===== config.mk =====
export PLATFORM = sky130hd
export DESIGN_NAME = nav_status_regs
export DESIGN_NICKNAME = d
export VERILOG_FILES = /design/src/hw/nav_pkg.sv /design/src/hw/nav_fifo.sv /design/src/hw/nav_status_regs.sv
export VERILOG_INCLUDE_DIRS = /design/src /design/src/hw
export SDC_FILE = /design/constraint.sdc
export NUM_CORES = 1
export LEC_CHECK = 0
export BUFFER_PORTS_ARGS = -buffer_cell sky130_fd_sc_hd__buf_4
export CORE_MARGIN = 5
export CORE_UTILIZATION = 45
export DETAILED_ROUTE_END_ITERATION = 7
export GPL_ROUTABILITY_DRIVEN = 1
export GPL_TIMING_DRIVEN = 0
export MAX_ROUTING_LAYER = met4
export PLACE_DENSITY_LB_ADDON = 0.2
export SETUP_SLACK_MARGIN = 0.15
export SYNTH_ARGS = -nofsm -noshare
export SYNTH_HDL_FRONTEND = slang
export SYNTH_SLANG_ARGS = --single-unit

===== constraint.sdc =====
create_clock -name sys_clk -period 5.63 [get_ports sys_clk]
set_input_delay 1.126 -clock sys_clk [delete_from_list [all_inputs] [get_ports sys_clk]]
set_output_delay 1.126 -clock sys_clk [all_outputs]
set_load 0.01 [all_outputs]

===== src/hw/nav_defines.svh =====
// Contract
// - exposure is 16 bits, reset 0x0100
// - exposure auto-adjusted at most once per frame
// - each adjustment moves exposure by one sixteenth, increases clamped at 0xffff
// - grabber takes one pixel per frame, holds it
// - valid grabber read sets bit 7, advances, re-arms
// - full image takes 361 valid grabber reads
// - any grabber write resets to pixel 0
// - first identifier register is a fixed byte
// - second identifier: fixed upper nibble, low reserved
// - status bit 7 flags motion since read
// - status bits 4/3 flag Y/X overflow
// - status low bits give resolution code
// - deltas are signed bytes, cleared on read
`ifndef NAV_DEFINES_SVH
`define NAV_DEFINES_SVH

// register addresses (7-bit)
`define NAV_ADDR_PID       7'h00
`define NAV_ADDR_PID_NIB   7'h01
`define NAV_ADDR_EXP_HI    7'h09
`define NAV_ADDR_EXP_LO    7'h0a
`define NAV_ADDR_GRAB      7'h0b
`define NAV_ADDR_STATUS    7'h16
`define NAV_ADDR_DX        7'h17
`define NAV_ADDR_DY        7'h18

// serial frame: address byte msb set means write
`define NAV_WR_BIT         7

// reset values and field positions
`define NAV_EXP_RST        16'h0100
`define NAV_EXP_STEP_SHIFT 4
`define NAV_ST_MOT         7
`define NAV_ST_Y_OVERFLOW_FLAG        4
`define NAV_ST_X_OVERFLOW_FLAG        3
`define NAV_GRAB_VALID     7
`define NAV_PIX_LAST       9'h168

// exposure control targets (pixel sum over 361 pixels, peak pixel)
`define NAV_SUM_HIGH       16'h70d0
`define NAV_SUM_LOW        16'h3868
`define NAV_MAX_HIGH       7'h7c

`endif


===== src/hw/nav_pkg.sv =====
package nav_pkg;

   typedef enum logic [2:0]
   {
      SP_ADDR  = 3'b001,
      SP_WDATA = 3'b010,
      SP_RDATA = 3'b100
   } nav_sp_state_t;

   typedef enum logic [2:0]
   {
      GR_WAIT_FRAME = 3'b001,
      GR_WAIT_PIX   = 3'b010,
      GR_FULL       = 3'b100
   } nav_grab_state_t;

endpackage : nav_pkg


===== src/hw/nav_fifo.sv =====
module nav_fifo
#(
   parameter int WIDTH = 8,
   parameter int DEPTH = 8
)
(
   // clock and reset
   input  wire logic             sys_clk,
   input  wire logic             rst,
   // fill side
   input  wire logic             in_valid,
   output logic                  in_ready,
   input  wire logic [WIDTH-1:0] in_data,
   // drain side
   output logic                  out_valid,
   input  wire logic             out_ready,
   output logic [WIDTH-1:0]      out_data
);
   localparam int AW = (DEPTH > 1) ? $clog2(DEPTH) : 1;

   logic [WIDTH-1:0] mem_q [DEPTH];
   logic [AW-1:0]    wr_idx_q;
   logic [AW-1:0]    rd_idx_q;
   logic [AW:0]      count_q;
   logic             push;
   logic             pop;

   assign in_ready  = (count_q != (AW+1)'(DEPTH));
   assign out_valid = (count_q != '0);
   assign out_data  = mem_q[rd_idx_q];
   assign push      = in_valid && in_ready;
   assign pop       = out_valid && out_ready;

   function automatic logic [AW-1:0] next_idx(input logic [AW-1:0] i);
      next_idx = (i == AW'(DEPTH - 1)) ? '0 : AW'(i + 1'b1);
   endfunction : next_idx

   always_ff @(posedge sys_clk)
   begin
      if (push)
      begin
         mem_q[wr_idx_q] <= in_data;
      end
   end

   always_ff @(posedge sys_clk or posedge rst)
   begin
      if (rst)
      begin
         wr_idx_q <= '0;
         rd_idx_q <= '0;
         count_q  <= '0;
      end
      else
      begin
         if (push)
         begin
            wr_idx_q <= next_idx(wr_idx_q);
         end
         if (pop)
         begin
            rd_idx_q <= next_idx(rd_idx_q);
         end
         if (push && !pop)
         begin
            count_q <= count_q + 1'b1;
         end
         else if (pop && !push)
         begin
            count_q <= count_q - 1'b1;
         end
      end
   end

endmodule : nav_fifo


===== src/hw/nav_status_regs.sv =====
`include "nav_defines.svh"

module nav_status_regs
   import nav_pkg::*;
#(
   parameter logic [7:0] PART_ID     = 8'h5a, // arbitrary value
   parameter logic [3:0] PART_NIBBLE = 4'h3,  // arbitrary value
   parameter int         FIFO_DEPTH  = 8
)
(
   // clock and reset
   input  wire logic        sys_clk,
   input  wire logic        rst,
   // two-wire serial port
   input  wire logic        sclk,
   input  wire logic        sdio_i,
   output logic             sdio_o,
   output logic             sdio_oe,
   // pixel stream from image acquisition
   input  wire logic        pix_valid,
   output logic             pix_ready,
   input  wire logic        pix_first,
   input  wire logic [6:0]  pixel_value,
   // motion from the navigation engine
   input  wire logic        mot_valid,
   input  wire logic [7:0]  mot_dx,
   input  wire logic [7:0]  mot_dy,
   // configuration and state out
   input  wire logic [1:0]  resolution_code,
   output logic [15:0]      exposure_value
);

   // saturating signed byte add, msb of result flags overflow
   function automatic logic [8:0] sat_add8(input logic [7:0] a, input logic [7:0] b);
      logic [8:0] s;
      s = {a[7], a} + {b[7], b};
      if (s[8] != s[7])
      begin
         sat_add8 = {1'b1, (s[8] ? 8'h80 : 8'h7f)};
      end
      else
      begin
         sat_add8 = {1'b0, s[7:0]};
      end
   endfunction : sat_add8

   // serial port
   nav_sp_state_t   sp_state_q;
   logic            sclk_q;
   logic [2:0]      bit_cnt_q;
   logic [7:0]      sh_q;
   logic [6:0]      addr_q;
   logic [7:0]      out_sh_q;
   logic            sclk_rise;
   logic            sclk_fall;
   logic [7:0]      addr_word;
   logic            rd_evt;
   logic [6:0]      rd_addr;
   logic            wr_evt;
   logic [7:0]      wr_data;
   logic [7:0]      rd_data;

   assign sclk_rise = sclk && !sclk_q;
   assign sclk_fall = !sclk && sclk_q;
   assign addr_word = {sh_q[6:0], sdio_i};
   assign rd_evt    = (sp_state_q == SP_ADDR) && sclk_rise && (bit_cnt_q == 3'h7)
                      && !addr_word[`NAV_WR_BIT];
   assign rd_addr   = addr_word[6:0];
   assign wr_evt    = (sp_state_q == SP_WDATA) && sclk_rise && (bit_cnt_q == 3'h7);
   assign wr_data   = {sh_q[6:0], sdio_i};

   // device samples on rising sclk, drives read data after falling sclk
   always_ff @(posedge sys_clk or posedge rst)
   begin
      if (rst)
      begin
         sclk_q     <= 1'b0;
         sp_state_q <= SP_ADDR;
         bit_cnt_q  <= 3'h0;
         sh_q       <= 8'h00;
         addr_q     <= 7'h00;
         out_sh_q   <= 8'h00;
         sdio_o     <= 1'b0;
         sdio_oe    <= 1'b0;
      end
      else
      begin
         sclk_q <= sclk;
         unique case (sp_state_q)
            SP_ADDR:
            begin
               if (sclk_rise)
               begin
                  sh_q      <= addr_word;
                  bit_cnt_q <= 3'(bit_cnt_q + 1'b1);
                  if (bit_cnt_q == 3'h7)
                  begin
                     addr_q <= addr_word[6:0];
                     if (addr_word[`NAV_WR_BIT])
                     begin
                        sp_state_q <= SP_WDATA;
                     end
                     else
                     begin
                        out_sh_q   <= rd_data;
                        sp_state_q <= SP_RDATA;
                     end
                  end
               end
            end
            SP_WDATA:
            begin
               if (sclk_rise)
               begin
                  sh_q      <= wr_data;
                  bit_cnt_q <= 3'(bit_cnt_q + 1'b1);
                  if (bit_cnt_q == 3'h7)
                  begin
                     sp_state_q <= SP_ADDR;
                  end
               end
            end
            SP_RDATA:
            begin
               if (sclk_fall)
               begin
                  sdio_o   <= out_sh_q[7];
                  out_sh_q <= {out_sh_q[6:0], 1'b0};
                  sdio_oe  <= 1'b1;
               end
               else if (sclk_rise)
               begin
                  bit_cnt_q <= 3'(bit_cnt_q + 1'b1);
                  if (bit_cnt_q == 3'h7)
                  begin
                     sdio_oe    <= 1'b0;
                     sp_state_q <= SP_ADDR;
                  end
               end
            end
         endcase
      end
   end

   // pixel path: the fifo is stalled on cycles that touch the grabber,
   // so a capture never races a host read or write of it
   logic [7:0]      f_data;
   logic            f_valid;
   logic            f_ready;
   logic            grab_touch;
   logic            fire;
   logic            f_first;
   logic [6:0]      f_pix;
   logic [8:0]      f_idx;
   logic [8:0]      pix_cnt_q;
   logic [15:0]     sum_q;
   logic [6:0]      max_q;
   logic [15:0]     sum_next;
   logic [6:0]      max_next;
   logic            frame_end;

   assign grab_touch = (rd_evt && rd_addr == `NAV_ADDR_GRAB)
                       || (wr_evt && addr_q == `NAV_ADDR_GRAB);
   assign f_ready    = !grab_touch;
   assign fire       = f_valid && f_ready;
   assign f_first    = f_data[7];
   assign f_pix      = f_data[6:0];
   assign f_idx      = f_first ? 9'h000 : pix_cnt_q;
   assign sum_next   = (f_first ? 16'h0000 : sum_q) + {9'h000, f_pix};
   assign max_next   = (!f_first && max_q > f_pix) ? max_q : f_pix;
   assign frame_end  = fire && (f_idx == `NAV_PIX_LAST);

   nav_fifo #(
      .WIDTH (8),
      .DEPTH (FIFO_DEPTH)
   ) u_fifo (
      .sys_clk   (sys_clk),
      .rst       (rst),
      .in_valid  (pix_valid),
      .in_ready  (pix_ready),
      .in_data   ({pix_first, pixel_value}),
      .out_valid (f_valid),
      .out_ready (f_ready),
      .out_data  (f_data)
   );

   always_ff @(posedge sys_clk or posedge rst)
   begin
      if (rst)
      begin
         pix_cnt_q <= 9'h000;
         sum_q     <= 16'h0000;
         max_q     <= 7'h00;
      end
      else if (fire)
      begin
         pix_cnt_q <= 9'(f_idx + 1'b1);
         sum_q     <= sum_next;
         max_q     <= max_next;
      end
   end

   // exposure; a value below 16 has a zero step and stays put
   logic [15:0]     exp_q;
   logic [15:0]     exp_step;
   logic [16:0]     exp_up;
   logic [7:0]      exp_lo_snap_q;

   assign exp_step       = exp_q >> `NAV_EXP_STEP_SHIFT;
   assign exp_up         = {1'b0, exp_q} + {1'b0, exp_step};
   assign exposure_value = exp_q;

   always_ff @(posedge sys_clk or posedge rst)
   begin
      if (rst)
      begin
         exp_q <= `NAV_EXP_RST;
      end
      else if (frame_end)
      begin
         if (max_next > `NAV_MAX_HIGH || sum_next > `NAV_SUM_HIGH)
         begin
            exp_q <= exp_q - exp_step;
         end
         else if (sum_next < `NAV_SUM_LOW)
         begin
            exp_q <= exp_up[16] ? 16'hffff : exp_up[15:0];
         end
      end
   end

   // low byte frozen at the high-byte read so the pair never tears
   always_ff @(posedge sys_clk or posedge rst)
   begin
      if (rst)
      begin
         exp_lo_snap_q <= 8'h00;
      end
      else if (rd_evt && rd_addr == `NAV_ADDR_EXP_HI)
      begin
         exp_lo_snap_q <= exp_q[7:0];
      end
   end

   // pixel grabber
   nav_grab_state_t grab_state_q;
   logic [8:0]      grab_idx_q;
   logic [6:0]      grab_pix_q;

   always_ff @(posedge sys_clk or posedge rst)
   begin
      if (rst)
      begin
         grab_state_q <= GR_WAIT_FRAME;
         grab_idx_q   <= 9'h000;
         grab_pix_q   <= 7'h00;
      end
      else if (wr_evt && addr_q == `NAV_ADDR_GRAB)
      begin
         grab_idx_q   <= 9'h000;
         grab_state_q <= GR_WAIT_FRAME;
      end
      else if (rd_evt && rd_addr == `NAV_ADDR_GRAB && grab_state_q == GR_FULL)
      begin
         grab_idx_q   <= (grab_idx_q == `NAV_PIX_LAST) ? 9'h000 : 9'(grab_idx_q + 1'b1);
         grab_state_q <= GR_WAIT_FRAME;
      end
      else if (fire)
      begin
         unique case (grab_state_q)
            GR_WAIT_FRAME:
            begin
               if (f_first && grab_idx_q == 9'h000)
               begin
                  grab_pix_q   <= f_pix;
                  grab_state_q <= GR_FULL;
               end
               else if (f_first)
               begin
                  grab_state_q <= GR_WAIT_PIX;
               end
            end
            GR_WAIT_PIX:
            begin
               if (f_idx == grab_idx_q)
               begin
                  grab_pix_q   <= f_pix;
                  grab_state_q <= GR_FULL;
               end
            end
            GR_FULL:
            begin
               grab_pix_q <= grab_pix_q;
            end
         endcase
      end
   end

   // motion accumulation
   logic [7:0]      dx_q;
   logic [7:0]      dy_q;
   logic            motion_flag_q;
   logic            x_overflow_flag_q;
   logic            y_overflow_flag_q;
   logic            clr_x;
   logic            clr_y;
   logic [8:0]      add_x;
   logic [8:0]      add_y;
   logic            mot_nz;

   assign clr_x  = rd_evt && rd_addr == `NAV_ADDR_DX;
   assign clr_y  = rd_evt && rd_addr == `NAV_ADDR_DY;
   assign add_x  = sat_add8(clr_x ? 8'h00 : dx_q, mot_dx);
   assign add_y  = sat_add8(clr_y ? 8'h00 : dy_q, mot_dy);
   assign mot_nz = mot_valid && (mot_dx != 8'h00 || mot_dy != 8'h00);

   always_ff @(posedge sys_clk or posedge rst)
   begin
      if (rst)
      begin
         dx_q <= 8'h00;
         dy_q <= 8'h00;
      end
      // clear on read, new motion kept
      else
      begin
         dx_q <= mot_valid ? add_x[7:0] : (clr_x ? 8'h00 : dx_q);
         dy_q <= mot_valid ? add_y[7:0] : (clr_y ? 8'h00 : dy_q);
      end
   end

   // flags clear when Y, the last of the pair, is read; a new event wins
   always_ff @(posedge sys_clk or posedge rst)
   begin
      if (rst)
      begin
         motion_flag_q     <= 1'b0;
         x_overflow_flag_q <= 1'b0;
         y_overflow_flag_q <= 1'b0;
      end
      else
      begin
         motion_flag_q     <= mot_nz || (motion_flag_q && !clr_y);
         x_overflow_flag_q <= (mot_valid && add_x[8]) || (x_overflow_flag_q && !clr_y);
         y_overflow_flag_q <= (mot_valid && add_y[8]) || (y_overflow_flag_q && !clr_y);
      end
   end

   // read data mux; unmapped addresses read zero
   always_comb
   begin
      rd_data = 8'h00;
      case (rd_addr)
         `NAV_ADDR_PID:     rd_data = PART_ID;
         `NAV_ADDR_PID_NIB: rd_data = {PART_NIBBLE, 4'h0};
         `NAV_ADDR_EXP_HI:  rd_data = exp_q[15:8];
         `NAV_ADDR_EXP_LO:  rd_data = exp_lo_snap_q;
         `NAV_ADDR_GRAB:    rd_data = {grab_state_q == GR_FULL, grab_pix_q};
         `NAV_ADDR_STATUS:  rd_data = {motion_flag_q, 2'b00, y_overflow_flag_q,
                                       x_overflow_flag_q, 1'b0, resolution_code};
         `NAV_ADDR_DX:      rd_data = dx_q;
         `NAV_ADDR_DY:      rd_data = dy_q;
         default:           rd_data = 8'h00;
      endcase
   end
endmodule : nav_status_regs


=== Word level (Yosys, flattened, before mapping) ===
Memories as Yosys holds them, arrays and structs flattened.
Index checks and enable logic that the tools add are counted.

* $add $sub $neg: 12
* Magnitude comparators: 4
* Equality and inequality tests: 32
* Mux-type cells: 52
* Bitwise gates (word level): 3
* Reductions and logical operators: 63

{| class="wikitable"
|+ Operators by type and width
! operator !! number
|-
| $mux 8 || 10
|-
| $mux 16 || 4
|-
| $pmux 8 s8 || 1
|-
| $mux 9 || 6
|-
| $mux 3 || 16
|-
| $eq 7x4->1 const B || 4
|-
| $logic_and 1x1->1 || 26
|-
| $eq 7x5->1 const B || 3
|-
| $mux 7 || 3
|-
| $add 8x8->9 || 2
|-
| $add 9x1->9 const B || 2
|-
| $eq 9x9->1 const B || 2
|-
| $add 16x12->17 || 1
|-
| $add 16x7->16 || 1
|-
| $gt 16x15->1 const B || 1
|-
| $lt 16x14->1 const B || 1
|-
| $pmux 8 s2 || 1
|-
| $reduce_bool 8->1 || 2
|-
| $sub 16x12->16 || 1
|-
| $eq 3x3->1 const B || 5
|-
| $pmux 7 s2 || 1
|-
| $ne 2x2->1 const B || 6
|-
| $pmux 3 s2 || 2
|-
| $reduce_bool 2->1 || 6
|-
| 29 further kinds || 59
|}

* Flip-flop bits (word level): 135
* Memory bits (writable): 64
* Output and inout port bits: 19
* Word-level logic and storage cells: 191
* Memories: 1

{| class="wikitable"
|+ Memories
! name !! words !! bits a word !! read ports !! clocked after Yosys merged registers in !! wr ports !! line !! text
|-
| u_fifo.mem_q || 8 || 8 || 1 || 0 || 1 || nav_fifo.sv:21 || <nowiki>logic [WIDTH-1:0] mem_q [DEPTH];</nowiki>
|}

=== Depth between registers and ports, before layout ===
Gate-level depths: netlist of run 1.

* Depth in word-level cells: 12
* Mapped depth: 21
* Gate-level depth less buffers: 19

=== Cells and area by module ===
From an unflattened synthesis of run 1, not the netlist that was laid out.

* Cell total of the unflattened synthesis: 1232
* Area, all modules: 12268.0 um^2

{| class="wikitable"
|+ Modules (own cells, without submodules)
! module !! instances !! cells an instance !! area each (um^2) !! seq. area each (um^2)
|-
| nav_status_regs || 1 || 1072 || 9075.0 || 3131.8
|-
| nav_fifo || 1 || 160 || 3193.1 || 2172.1
|}

=== Worst setup path before layout of run 1 ===
OpenSTA, ideal clock, no wires.

* Path kind: input -> register
* From: in sclk
* To: reg dx_q[0]
* Library setup time: 0.126 ns
* Data arrival time: 4.653 ns
* Path slack: 0.851 ns
* Stages: 19
* Path buffers: 2
* Path through: ha_1 -> nor2b_1 -> nand3_2 -> nor2_1 -> and3_1 -> clkbuf_1 -> nand2b_1 -> inv_1 -> ha_1 -> a21o_1 -> a21oi_1 -> o21ai_0 -> a21oi_1 -> o21ai_0 -> mux2_2 -> a31oi_1 -> and3_1 -> clkbuf_1 -> a221o_1

* Cells in the longest elaborated chain, start to end: 10
* Elaborated cells on any way between the ends: 11

{| class="wikitable"
|+ RTL lines
! what !! line !! text
|-
| start: declaration || nav_status_regs.sv:15 || <nowiki>input wire logic sclk,</nowiki>
|-
| $logic_and 1x1->1 * || nav_status_regs.sv:63 || <nowiki>assign sclk_rise = sclk && !sclk_q;</nowiki>
|-
| $logic_and 1x1->1 * (3 in a row) || nav_status_regs.sv:66 || <nowiki>assign rd_evt = (sp_state_q == SP_ADDR) && sclk_rise && (bit_cnt_q == 3'h7)</nowiki>
|-
| $logic_and 1x1->1 (no line) * || - ||
|-
| $mux 8 * || - ||
|-
| $add 8x8->9 || nav_status_regs.sv:36 || <nowiki>s = {a[7], a} + {b[7], b};</nowiki>
|-
| $mux 8 or $ne 1x1->1 (tied branches) || nav_status_regs.sv:39, nav_status_regs.sv:37 ||
|-
| $mux 9 || nav_status_regs.sv:37 || <nowiki>if (s[8] != s[7])</nowiki>
|-
| $mux 8 * || nav_status_regs.sv:327 || <nowiki>dx_q <= mot_valid ? add_x[7:0] : (clr_x ? 8'h00 : dx_q);</nowiki>
|-
| end signal: assignment || nav_status_regs.sv:327 ||
|-
| end: declaration || nav_status_regs.sv:300 || <nowiki>logic [7:0] dx_q;</nowiki>
|}

Mark *: on every way between the ends. The rest lies on a longest branch, timed or not.
A chain may end at the register's enable or synchronous reset.

=== Worst setup path in the final report of run 1 ===
* From: reg u_fifo.rd_idx_q[0]
* To: reg exp_q[12] (netlist: exposure_value[12])

* Cells in the longest elaborated chain, start to end: 8
* Elaborated cells on any way between the ends: 17

{| class="wikitable"
|+ RTL lines
! what !! line !! text
|-
| start: declaration || nav_fifo.sv:23 || <nowiki>logic [AW-1:0] rd_idx_q;</nowiki>
|-
| start signal: assignment || nav_fifo.sv:62 || <nowiki>rd_idx_q <= next_idx(rd_idx_q);</nowiki>
|-
| $mem_v2 8x8 * || - ||
|-
| branches (longest 7 deep; another with $add 16x7->16) || - ||
|-
| end signal: assignment || nav_status_regs.sv:217 || <nowiki>exp_q <= `NAV_EXP_RST;</nowiki>
|-
| end signal: assignment || nav_status_regs.sv:223 || <nowiki>exp_q <= exp_q - exp_step;</nowiki>
|-
| end signal: assignment || nav_status_regs.sv:227 || <nowiki>exp_q <= exp_up[16] ? 16'hffff : exp_up[15:0];</nowiki>
|-
| end: declaration || nav_status_regs.sv:204 || <nowiki>logic [15:0] exp_q;</nowiki>
|}

Mark *: on every way between the ends.

==> metrics.md, run 1 <==
| Metric | Value |
|---|---|
| DRT iter0 DRCs | `663` |
| Clock Skew | `0.01685 ns` |
| Routed WL per cell | `18.12 um` |
| Worst hold start | `bit_cnt_q[0]` |
| Number of synthesized register bits | `199` |
| CP Class | `reg2reg` |
| Worst setup margin | `0.4607 ns` |
| Min-Delay Endpoint | `bit_cnt_q[0]` |
| DP Worst Slack | `-0.05959 ns` |
| Final ANT Viol Nets | `0` |
| Fin crit share | `0.9182` |
| Max-slew violations | `0` |
| Slew at the pin closest to its max-slew limit | `1.031 ns` |
| Input/output buffers | `50` |
| Most common cell after layout, fill and taps aside | `dfrtp_1` |
| Total setup buffers inserted after CTS | `0` |
| Congestion Overflow GR | `0` |
| Most frequent cells in the layout | `132 x dfrtp_1, 109 x nor2_1, 90 x nand2_1, 85 x o21ai_0, 73 x a21oi_1` |
| Worst hold slack | `0.4802 ns` |
| CP endpoint kind | `flop` |
| Reg2reg end | `exposure_value[12]` |
| Core area | `26730 um^2` |
| Data required, critical path | `5.96 ns` |
| Slack of the worst reg-to-reg path | `0.46 ns` |
| CP startpoint kind | `flop` |
| Status | `finished clean` |
| Post-Syn Nets | `1311` |
| GRT Util Overall | `0.2003` |
| Sw Share | `0.4005` |
| Ant diodes | `0` |
| Clock buffer depth | `2` |
| GP Congestion | `0.9082` |
| Worst Hold Depth | `1` |
| DR vias/cell | `5.791` |
| Final Hold Fails | `0` |
| Largest net degree at the start of global routing | `97` |
| DRC | `0` |
| Reg power frac | `0.328` |
| Die Span Y | `174.3 um` |
| Vias in the first global route | `9235` |
| FMAX | `193.5 MHz` |
| Die width | `174.3 um` |
| Post-Syn Instances | `1203` |
| Die ar. | `30370 um^2` |
| I/O pin total | `51` |
| Initial core utilization | `0.4544` |
| Critical path arrival | `5.50 ns` |
| Layout Nets | `1382` |
| Routed via count | `9428` |
| Drt total wl | `29.50 mm` |
| Number of synthesis warnings | `0` |
| First-pass GRT wire length | `48.13 mm` |
| RSZ-0062 raised after global routing | `no` |
| Pwr dens | `455.0 nW/um^2` |
| Worst vdd ir | `0.2764 mV` |
| Hpwl dp | `21.22 mm` |
| Clk pwr share | `0.204` |
| Worst r2r src | `u_fifo.rd_idx_q[0]` |
| Max Cap Violations | `0` |
| CTS root buffer | `clkbuf_16` |
| Area Growth Syn to Fin | `12.32%` |
| Number of flops mapped to enable cells by yosys | `64` |
| Psw | `0.002486 W` |
| Post-synthesis instance area | `12140 um^2` |
| Syn Area/Cell | `10.09 um^2` |
| Worst reg2reg path depth | `18` |
| Leak pwr | `5.773 nW` |
| Share of layout cells above drive strength 1 | `0.1461` |
| Clock transition at the registers of the reported paths | `0.08 ns` |
| Finished Layout Cells | `1628` |
| Drt pass-1 iters | `5` |
| CTS H-Tree Depth | `4` |
| Initial antenna violation count | `0` |
| Final setup fails | `0` |
| CP Max Fanout | `10` |
| Post-synth ARST share | `0.6784` |
| P_int | `0.003720 W` |
| Primary FF master, synth | `dfrtp_1` |
| Row count | `60` |
| Worst-Skew Late Latency | `0.45 ns` |
| Post-synthesis cell type count | `94` |
| Fin util | `0.5103` |
| Worst slew margin | `0.3068` |
| Min cycle time layout | `5.169 ns` |
| Seq/Total Area, Yosys | `0.4368` |
| Hold crit path type | `reg2reg` |
| CTS tree | `yes` |
| CTS Buf Count | `17` |
| Clock Sinks | `199` |
| Logic gate share of total power | `0.468` |
| Placed Cells | `1596` |
## state kept, by name, summed over array words and instances (netlist names), 3 cells and up
signal           count
out_sh_q             8
grab_idx_q           9
addr_q               7
u_fifo.count_q       4
max_q                7
sh_q                 7
dx_q                 8
bit_cnt_q            3
dy_q                 8
u_fifo.rd_idx_q      3
exp_lo_snap_q        8
u_fifo.wr_idx_q      3
exposure_value      16
sum_q               16
grab_pix_q           7
u_fifo.mem_q        64
pix_cnt_q            9
sp_state_q           3
grab_state_q         3
## how the worst max path moves through the flow
stage                                   from  cells past startpoint  slack, ns            endpoint
after global routing      u_fifo.rd_idx_q[0]                     18       0.18   exposure_value[4]
after detailed placement                sclk                     20      -0.06             dx_q[0]
final                     u_fifo.rd_idx_q[0]                     18       0.46  exposure_value[12]
after CTS                 u_fifo.rd_idx_q[0]                     18       0.16  exposure_value[11]
after global placement                   rst                      2       -1.0   exposure_value[4]
after floorplan                         sclk                     19       0.85             dx_q[0]
## synthesized netlist by cell type, types with 6 or more instances
master	count	share of area
or3_1	7	0.0036
a21o_1	15	0.0093
a22oi_1	8	0.0049
o21ai_1	10	0.0041
o31ai_1	9	0.0056
inv_1	71	0.022
nand3_1	20	0.0082
nand4_1	13	0.0067
nand2b_1	12	0.0062
mux2_2	48	0.045
mux2i_1	8	0.0066
fa_1	6	0.0099
buf_6	6	0.0056
xnor2_1	17	0.012
a221o_1	7	0.0058
a21oi_1	73	0.030
xor2_1	8	0.0058
clkbuf_1	29	0.0090
ha_1	70	0.072
o21ai_0	85	0.035
and3_1	15	0.0077
nor2b_1	21	0.011
and2_1	27	0.014
o211ai_1	13	0.0080
edfxtp_1	64	0.16
nor2_1	110	0.034
nand2_1	90	0.028
a22o_1	6	0.0043
a211oi_1	12	0.0074
a31oi_1	19	0.0098
dfrtp_1	132	0.27
mux4_2	11	0.020
nor3_1	25	0.010
nor4_1	11	0.0057
## area by class of cell
cell class	count	area [um^2]
Multi-Input combinational cell	886	6387
Tap cell	341	426.7
Inverter	71	271.5
Clock inverter	14	170.2
Timing Repair Buffer	52	410.4
Sequential cell	199	5304
Buffer	47	240.2
Fill cell	2442	13090
Clock buffer	18	429.2
## logic make-up (layout without fill, tap and decap cells)
kind of cell	count (synthesis)	count (layout)	synth area share
AOI/OAI and AO/OA	320	320	0.1739
buffers and inverters	118	202	0.04152
adders and majority gates	76	76	0.08202
muxes	74	74	0.08542
xor gates and xnor gates	25	25	0.01803
and+or+nand+nor	391	391	0.1623
DFF	199	199	0.4368
## worst max-delay path: stages, from the launching register on
cell,delay [ns]
dfrtp_1,0.38
buf_6,0.18
mux4_2,0.56
mux2i_4,0.25
buf_6,0.19
clkbuf_2,0.27
and2_1,0.17
ha_1,0.21
fa_1,0.23
a211oi_1,0.13
o21a_1,0.22
buf_6,0.14
or4b_1,0.46
nand4_1,0.15
o311ai_2,0.18
a311oi_4,0.71
nor3_1,0.15
o21ba_1,0.21
mux2_4,0.25
## power groups by stage
stage / logic (W) / clock network (W) / registers [W]
2_1_floorplan: 0.00222 / 0 / 0.00198
3_3_place_gp: 0.00281 / 0 / 0.00205
3_5_place_dp: 0.00287 / 0 / 0.00206
4_1_cts: 0.00290 / 0.00129 / 0.00203
5_1_grt: 0.00325 / 0.00135 / 0.00207
6_report: 0.00291 / 0.00127 / 0.00203
## stage by stage
step | area, um^2 | TNS (ns) | power (W)
final | 13640 | 0 | 0.006206
after global routing | 13640 | 0 | 0.006671
after CTS | 13620 | 0 | 0.006220
after detailed placement | 13010 | -0.3351 | 0.004926
after global placement | 12940 | -130.29 | 0.004856
after floorplan | 12140 | 0 | 0.004204
## timing repair
action,in CTS,in global routing
resized for setup,1,8
setup endpoints to repair,11,23
hold buffers,0,0
## metal layers
metal | routed length [um] | share of wire | global-route usage
met2 | 14170 | 0.48 | 0.3181
met5 | 0 | 0 | -
met1 | 13700 | 0.46 | 0.2685
met3 | 1129 | 0.038 | 0.03415
met4 | 498 | 0.017 | 0.05246
Note: power is estimated with default switching activity, not from simulation.
==> inputs of run 2 (changes only) <==
--- a/config.mk
+++ b/config.mk
@@ -13,7 +13,7 @@
 export GPL_ROUTABILITY_DRIVEN = 1
 export GPL_TIMING_DRIVEN = 0
 export MAX_ROUTING_LAYER = met4
-export PLACE_DENSITY_LB_ADDON = 0.2
+export PLACE_DENSITY_LB_ADDON = 0.15
 export SETUP_SLACK_MARGIN = 0.15
 export SYNTH_ARGS = -nofsm -noshare
 export SYNTH_HDL_FRONTEND = slang
==> metrics.md, run 2 (synthesis results as in run 1) <==
| Metric | Value |
|---|---|
| Status | `finished clean` |
| Worst r2r src | `u_fifo.rd_idx_q[0]` |
| Biggest register | `u_fifo.mem_q` |
| CP endpoint kind | `flop` |
| Drt pass-1 iters | `5` |
| Placed Cells | `1598` |
| Slowest CP cell | `mux4_2` |
| DRT iter0 DRCs | `735` |
| Max-slew violations | `0` |
| GRT Util Overall | `0.2049` |
| Area Growth Syn to Fin | `12.55%` |
| RSZ-0062 raised after global routing | `no` |
| Routed via count | `9381` |
| Max incr delay on CP | `0.56 ns` |
| Final setup TNS | `0 ns` |
| Ant diodes | `0` |
| Data required, critical path | `6.01 ns` |
| Pwr Total | `0.006184 W` |
| Initial core utilization | `0.4544` |
| Finished Layout Cells | `1634` |
| Hpwl dp | `21.40 mm` |
| Clock transition at the registers of the reported paths | `0.09 ns` |
| Fillers | `2415` |
| CTS tree | `yes` |
| Most frequent cells in the layout | `132 x dfrtp_1, 109 x nor2_1, 90 x nand2_1, 85 x o21ai_0, 73 x a21oi_1` |
| Most common cell after layout, fill and taps aside | `dfrtp_1` |
| Largest net degree at the start of global routing | `86` |
| Slew at the pin closest to its max-slew limit | `1.101 ns` |
| Final Hold Fails | `0` |
| Cts hold-fix bufs | `0` |
| Max Cap Violations | `0` |
| Crit-path cells | `buf_6, mux4_2, mux2i_4, buf_6, clkbuf_1, and2_1, ha_1, fa_1, a211oi_1, o21a_1, buf_6, or4b_1, nand4_1, o311ai_2, a311o_2, o21ai_2, buf_4, buf_6, a21oi_1, a21oi_1` |
| Worst slew margin | `0.2601` |
| Clock buffer depth | `2` |
| Vias in the first global route | `9372` |
| CP startpoint kind | `flop` |
| CP Class | `reg2reg` |
| Area of the multi-input gates | `6371 um^2` |
| Final ANT Viol Nets | `0` |
| Pwr dens | `452.5 nW/um^2` |
| Initial antenna violation count | `0` |
| Slack of the worst reg-to-reg path | `0.40 ns` |
| Reg area | `5304 um^2` |
| GP Congestion | `0.8785` |
| DR vias/cell | `5.741` |
| Worst hold slack | `0.4764 ns` |
| Worst vdd ir | `0.2785 mV` |
| Critical path arrival | `5.60 ns` |
| Cell mode on critical path | `buf_6` |
| CTS Buf Count | `17` |
| Layout Nets | `1388` |
| Number of flip-flops under the largest register name | `64` |
| Worst-Skew Late Latency | `0.45 ns` |
| Largest delay share family, worst path | `compound AO/OA/AOI/OAI gates` |
| FMAX | `191.3 MHz` |
| Die Span Y | `174.3 um` |
| Fin util | `0.5114` |
| Row count | `60` |
| Input/output buffers | `50` |
| Final setup fails | `0` |
| First-pass GRT wire length | `49.52 mm` |
| Core area | `26730 um^2` |
| Clock Skew | `0.02180 ns` |
| Worst hold start | `sum_q[5]` |
| I/O pin total | `51` |
| Drt total wl | `29.69 mm` |
| Routed WL per cell | `18.17 um` |
| DRC | `0` |
| CP bufs+invs | `6` |
| CTS H-Tree Depth | `4` |
| Die width | `174.3 um` |
| Share of layout cells above drive strength 1 | `0.1477` |
| Worst reg2reg path depth | `20` |
| Min cycle time layout | `5.226 ns` |
| Clock Sinks | `199` |
| Die ar. | `30370 um^2` |
| Reg2reg end | `exposure_value[6]` |
| Min-Delay Endpoint | `sum_q[5]` |
| Leak pwr | `5.796 nW` |
| CP Max Fanout | `10` |
| Fin crit share | `0.9283` |
| Hold crit path type | `reg2reg` |
| Congestion Overflow GR | `0` |
| CTS root buffer | `clkbuf_16` |
| Worst Hold Depth | `2` |
## run 2: worst reg2reg max path: cells and delay by family (launching register included)
kind	cells	cell delay [ns]
compound gates	7	1.48
fa+ha+maj	2	0.42
buf+inv	6	1.28
flops	1	0.39
mux	2	0.81
simple gates	3	0.80
## run 2: stage by stage
step           setup slack, ns  cell area (um^2)
2_1_floorplan           0.8506             12140
3_3_place_gp            -1.091             12940
3_5_place_dp           -0.1363             13010
4_1_cts                 0.2557             13630
5_1_grt                 0.1624             13670
6_report                0.4037             13670
## run 2: worst max path at each step
stage,from,endpoint,cells after the start
2_1_floorplan,sclk,dx_q[0],19
3_3_place_gp,rst,exposure_value[4],2
3_5_place_dp,sclk,dx_q[5],20
4_1_cts,u_fifo.rd_idx_q[0],exposure_value[10],17
5_1_grt,sclk,dx_q[0],20
6_report,u_fifo.rd_idx_q[0],exposure_value[6],20
## run 2: final cells by class
cell class,instances,share of cell area
multi-input combinational,886,0.4662
sequential,199,0.3881
timing repair buffer,58,0.03314
tap,341,0.03122
clock buffer,17,0.03113
inverter,71,0.01987
buffer,47,0.01749
clock inverter,15,0.01291
## run 2: per-layer routing
metal  track usage  share of wire
met3       0.03067          0.035
met5             -              0
met4       0.05774          0.015
met2        0.3303           0.48
met1        0.2714           0.47
## run 2: power breakdown
group	switching [W]	internal (W)
clock network	0.000656	0.000605
registers	0.000221	0.00181
logic	0.00165	0.00124
total	0.00253	0.00366
## run 2: repair_timing
action,4_1_cts,5_1_grt
gates resized for setup,1,5
setup buffers,0,4
endpoints found under the setup margin,4,24
pin swaps,0,1
==> inputs of run 3 (changes only) <==
--- a/config.mk
+++ b/config.mk
@@ -8,7 +8,7 @@
 export LEC_CHECK = 0
 export BUFFER_PORTS_ARGS = -buffer_cell sky130_fd_sc_hd__buf_4
 export CORE_MARGIN = 5
-export CORE_UTILIZATION = 45
+export CORE_UTILIZATION = 63
 export DETAILED_ROUTE_END_ITERATION = 7
 export GPL_ROUTABILITY_DRIVEN = 1
 export GPL_TIMING_DRIVEN = 0
==> metrics.md, run 3 (synthesis results as in run 1) <==
| Metric | Value |
|---|---|
| Routed via count | `9598` |
| Most frequent cells in the layout | `132 x dfrtp_1, 109 x nor2_1, 90 x nand2_1, 85 x o21ai_0, 73 x a21oi_1` |
| Clock Skew | `0.01966 ns` |
| Hold crit path type | `reg2reg` |
| Logic gate share of total power | `0.468` |
| Area Growth Syn to Fin | `11.91%` |
| Initial core utilization | `0.6449` |
| Final Hold Fails | `0` |
| CTS Buf Count | `17` |
| Routed WL per cell | `18.06 um` |
| Die ar. | `22150 um^2` |
| Row count | `50` |
| Pwr dens | `462.4 nW/um^2` |
| Sw Share | `0.4123` |
| Congestion Overflow GR | `0` |
| Clock transition at the registers of the reported paths | `0.09 ns` |
| Clk pwr share | `0.208` |
| RSZ-0062 raised after global routing | `no` |
| Final setup fails | `0` |
| Vias in the first global route | `9401` |
| CP Max Fanout | `10` |
| Fin crit share | `0.9123` |
| Layout Nets | `1386` |
| Clock buffer depth | `2` |
| DRT iter0 DRCs | `625` |
| CTS H-Tree Depth | `4` |
| Die Span Y | `148.8 um` |
| I/O pin total | `51` |
| First-pass GRT wire length | `47.01 mm` |
| Initial antenna violation count | `0` |
| Most common cell after layout, fill and taps aside | `dfrtp_1` |
| Reg power frac | `0.324` |
| Worst-Skew Late Latency | `0.45 ns` |
| Max Cap Violations | `0` |
| Worst slew margin | `0.06639` |
| DR vias/cell | `6.188` |
| Worst vdd ir | `0.4126 mV` |
| Critical path arrival | `5.51 ns` |
| Largest net degree at the start of global routing | `75` |
| Core area | `18830 um^2` |
| Hpwl dp | `20.20 mm` |
| Drt pass-1 iters | `5` |
| Min cycle time layout | `5.136 ns` |
| CP startpoint kind | `flop` |
| Slew at the pin closest to its max-slew limit | `1.390 ns` |
| Ant diodes | `0` |
| Share of layout cells above drive strength 1 | `0.1464` |
| Number of flip-flops under the largest register name | `64` |
| Clock Sinks | `199` |
| DRC | `0` |
| Input/output buffers | `50` |
| Max-slew violations | `0` |
| GRT Util Overall | `0.2670` |
| Biggest register | `u_fifo.mem_q` |
| Drt total wl | `28.02 mm` |
| P_int | `0.003693 W` |
| CP Class | `reg2reg` |
| CTS root buffer | `clkbuf_16` |
| Data required, critical path | `6.00 ns` |
| Worst hold slack | `0.4794 ns` |
| GP Congestion | `0.9424` |
| Leak pwr | `5.809 nW` |
| Final ANT Viol Nets | `0` |
| Psw | `0.002591 W` |
| Die width | `148.8 um` |
| Pwr Total | `0.006284 W` |
| FMAX | `194.7 MHz` |
| CTS tree | `yes` |
| CP endpoint kind | `flop` |
| Status | `finished clean` |
-- run 3: changes by cell type in the layout (fill, tap and decap cells not counted), sizes merged --
cell | before | now
buf | 76 | 74
clkinv | 5 | 2
clkinvlp | 2 | 0
inv | 79 | 84
-- run 3: path summary, 6_finish.rpt --
check | to | slack (ns) | from | depth (start not counted)
setup / recovery | exposure_value[5] | 0.49 | u_fifo.rd_idx_q[0] | 20
min in group asynchronous | bit_cnt_q[2] | 0.80 | rst | 2
max in group asynchronous | exposure_value[8] | 4.06 | rst | 3
setup reg to reg | exposure_value[5] | 0.49 | u_fifo.rd_idx_q[0] | 20
hold reg to reg | sum_q[5] | 0.48 | sum_q[5] | 2
hold / removal | sum_q[5] | 0.48 | sum_q[5] | 2
-- run 3: repair_timing --
action	4_1_cts	5_1_grt
hold buffers	0	0
setup buffers	0	3
gates resized for setup	1	5
setup endpoints to repair	4	23
pin swaps	0	1
-- run 3: layout make-up --
| class | instances | area (um^2) |
|---|---|---|
| Multi-Input combinational cell | 886 | 6366 |
| Tap cell | 260 | 325.3 |
| Clock buffer | 17 | 425.4 |
| Timing Repair Buffer | 56 | 440.4 |
| Fill cell | 1403 | 5241 |
| Clock inverter | 15 | 217.7 |
| Inverter | 71 | 271.5 |
| Sequential cell | 199 | 5304 |
| Buffer | 47 | 239.0 |
-- run 3: worst max-delay path: stages, from the launching register on --
cell	delay, ns
dfrtp_1	0.38
buf_6	0.17
mux4_2	0.58
mux2i_4	0.27
buf_6	0.19
clkbuf_2	0.24
and2_1	0.16
ha_1	0.20
fa_1	0.24
a211oi_1	0.12
o21a_1	0.22
buf_6	0.14
or4b_1	0.45
nand4_1	0.14
o311ai_2	0.17
a311o_2	0.51
o21ai_2	0.24
buf_4	0.22
buf_6	0.17
a21oi_1	0.07
a21oi_1	0.14
-- run 3: stage by stage --
step | setup TNS [ns] | cells | cell area (um^2) | utilization | setup WS (ns)
2_1_floorplan | 0 | 1203 | 12140 | - | 0.8506
3_3_place_gp | -85.75 | 1513 | 12840 | 0.6821 | -0.6585
3_5_place_dp | -0.008372 | 1516 | 12900 | 0.6852 | -0.004331
4_1_cts | 0 | 1548 | 13560 | 0.7199 | 0.3093
5_1_grt | 0 | 1551 | 13590 | 0.7217 | 0.1986
6_report | 0 | 1551 | 13590 | 0.7217 | 0.4936
-- run 3: metal layers --
layer / routed length [um] / global-route usage
met5: 0 / -
met4: 760 / 0.08558
met3: 1358 / 0.03859
met2: 13680 / 0.4351
met1: 12220 / 0.3497
-- run 3: power groups by stage --
stage,clock (W),combinational (W),sequential [W]
finish,0.00131,0.00294,0.00203
CTS,0.00132,0.00291,0.00203
floorplan,0,0.00222,0.00198
global placement,0,0.00277,0.00204
global route,0.00139,0.00327,0.00207
detailed placement,0,0.00287,0.00206
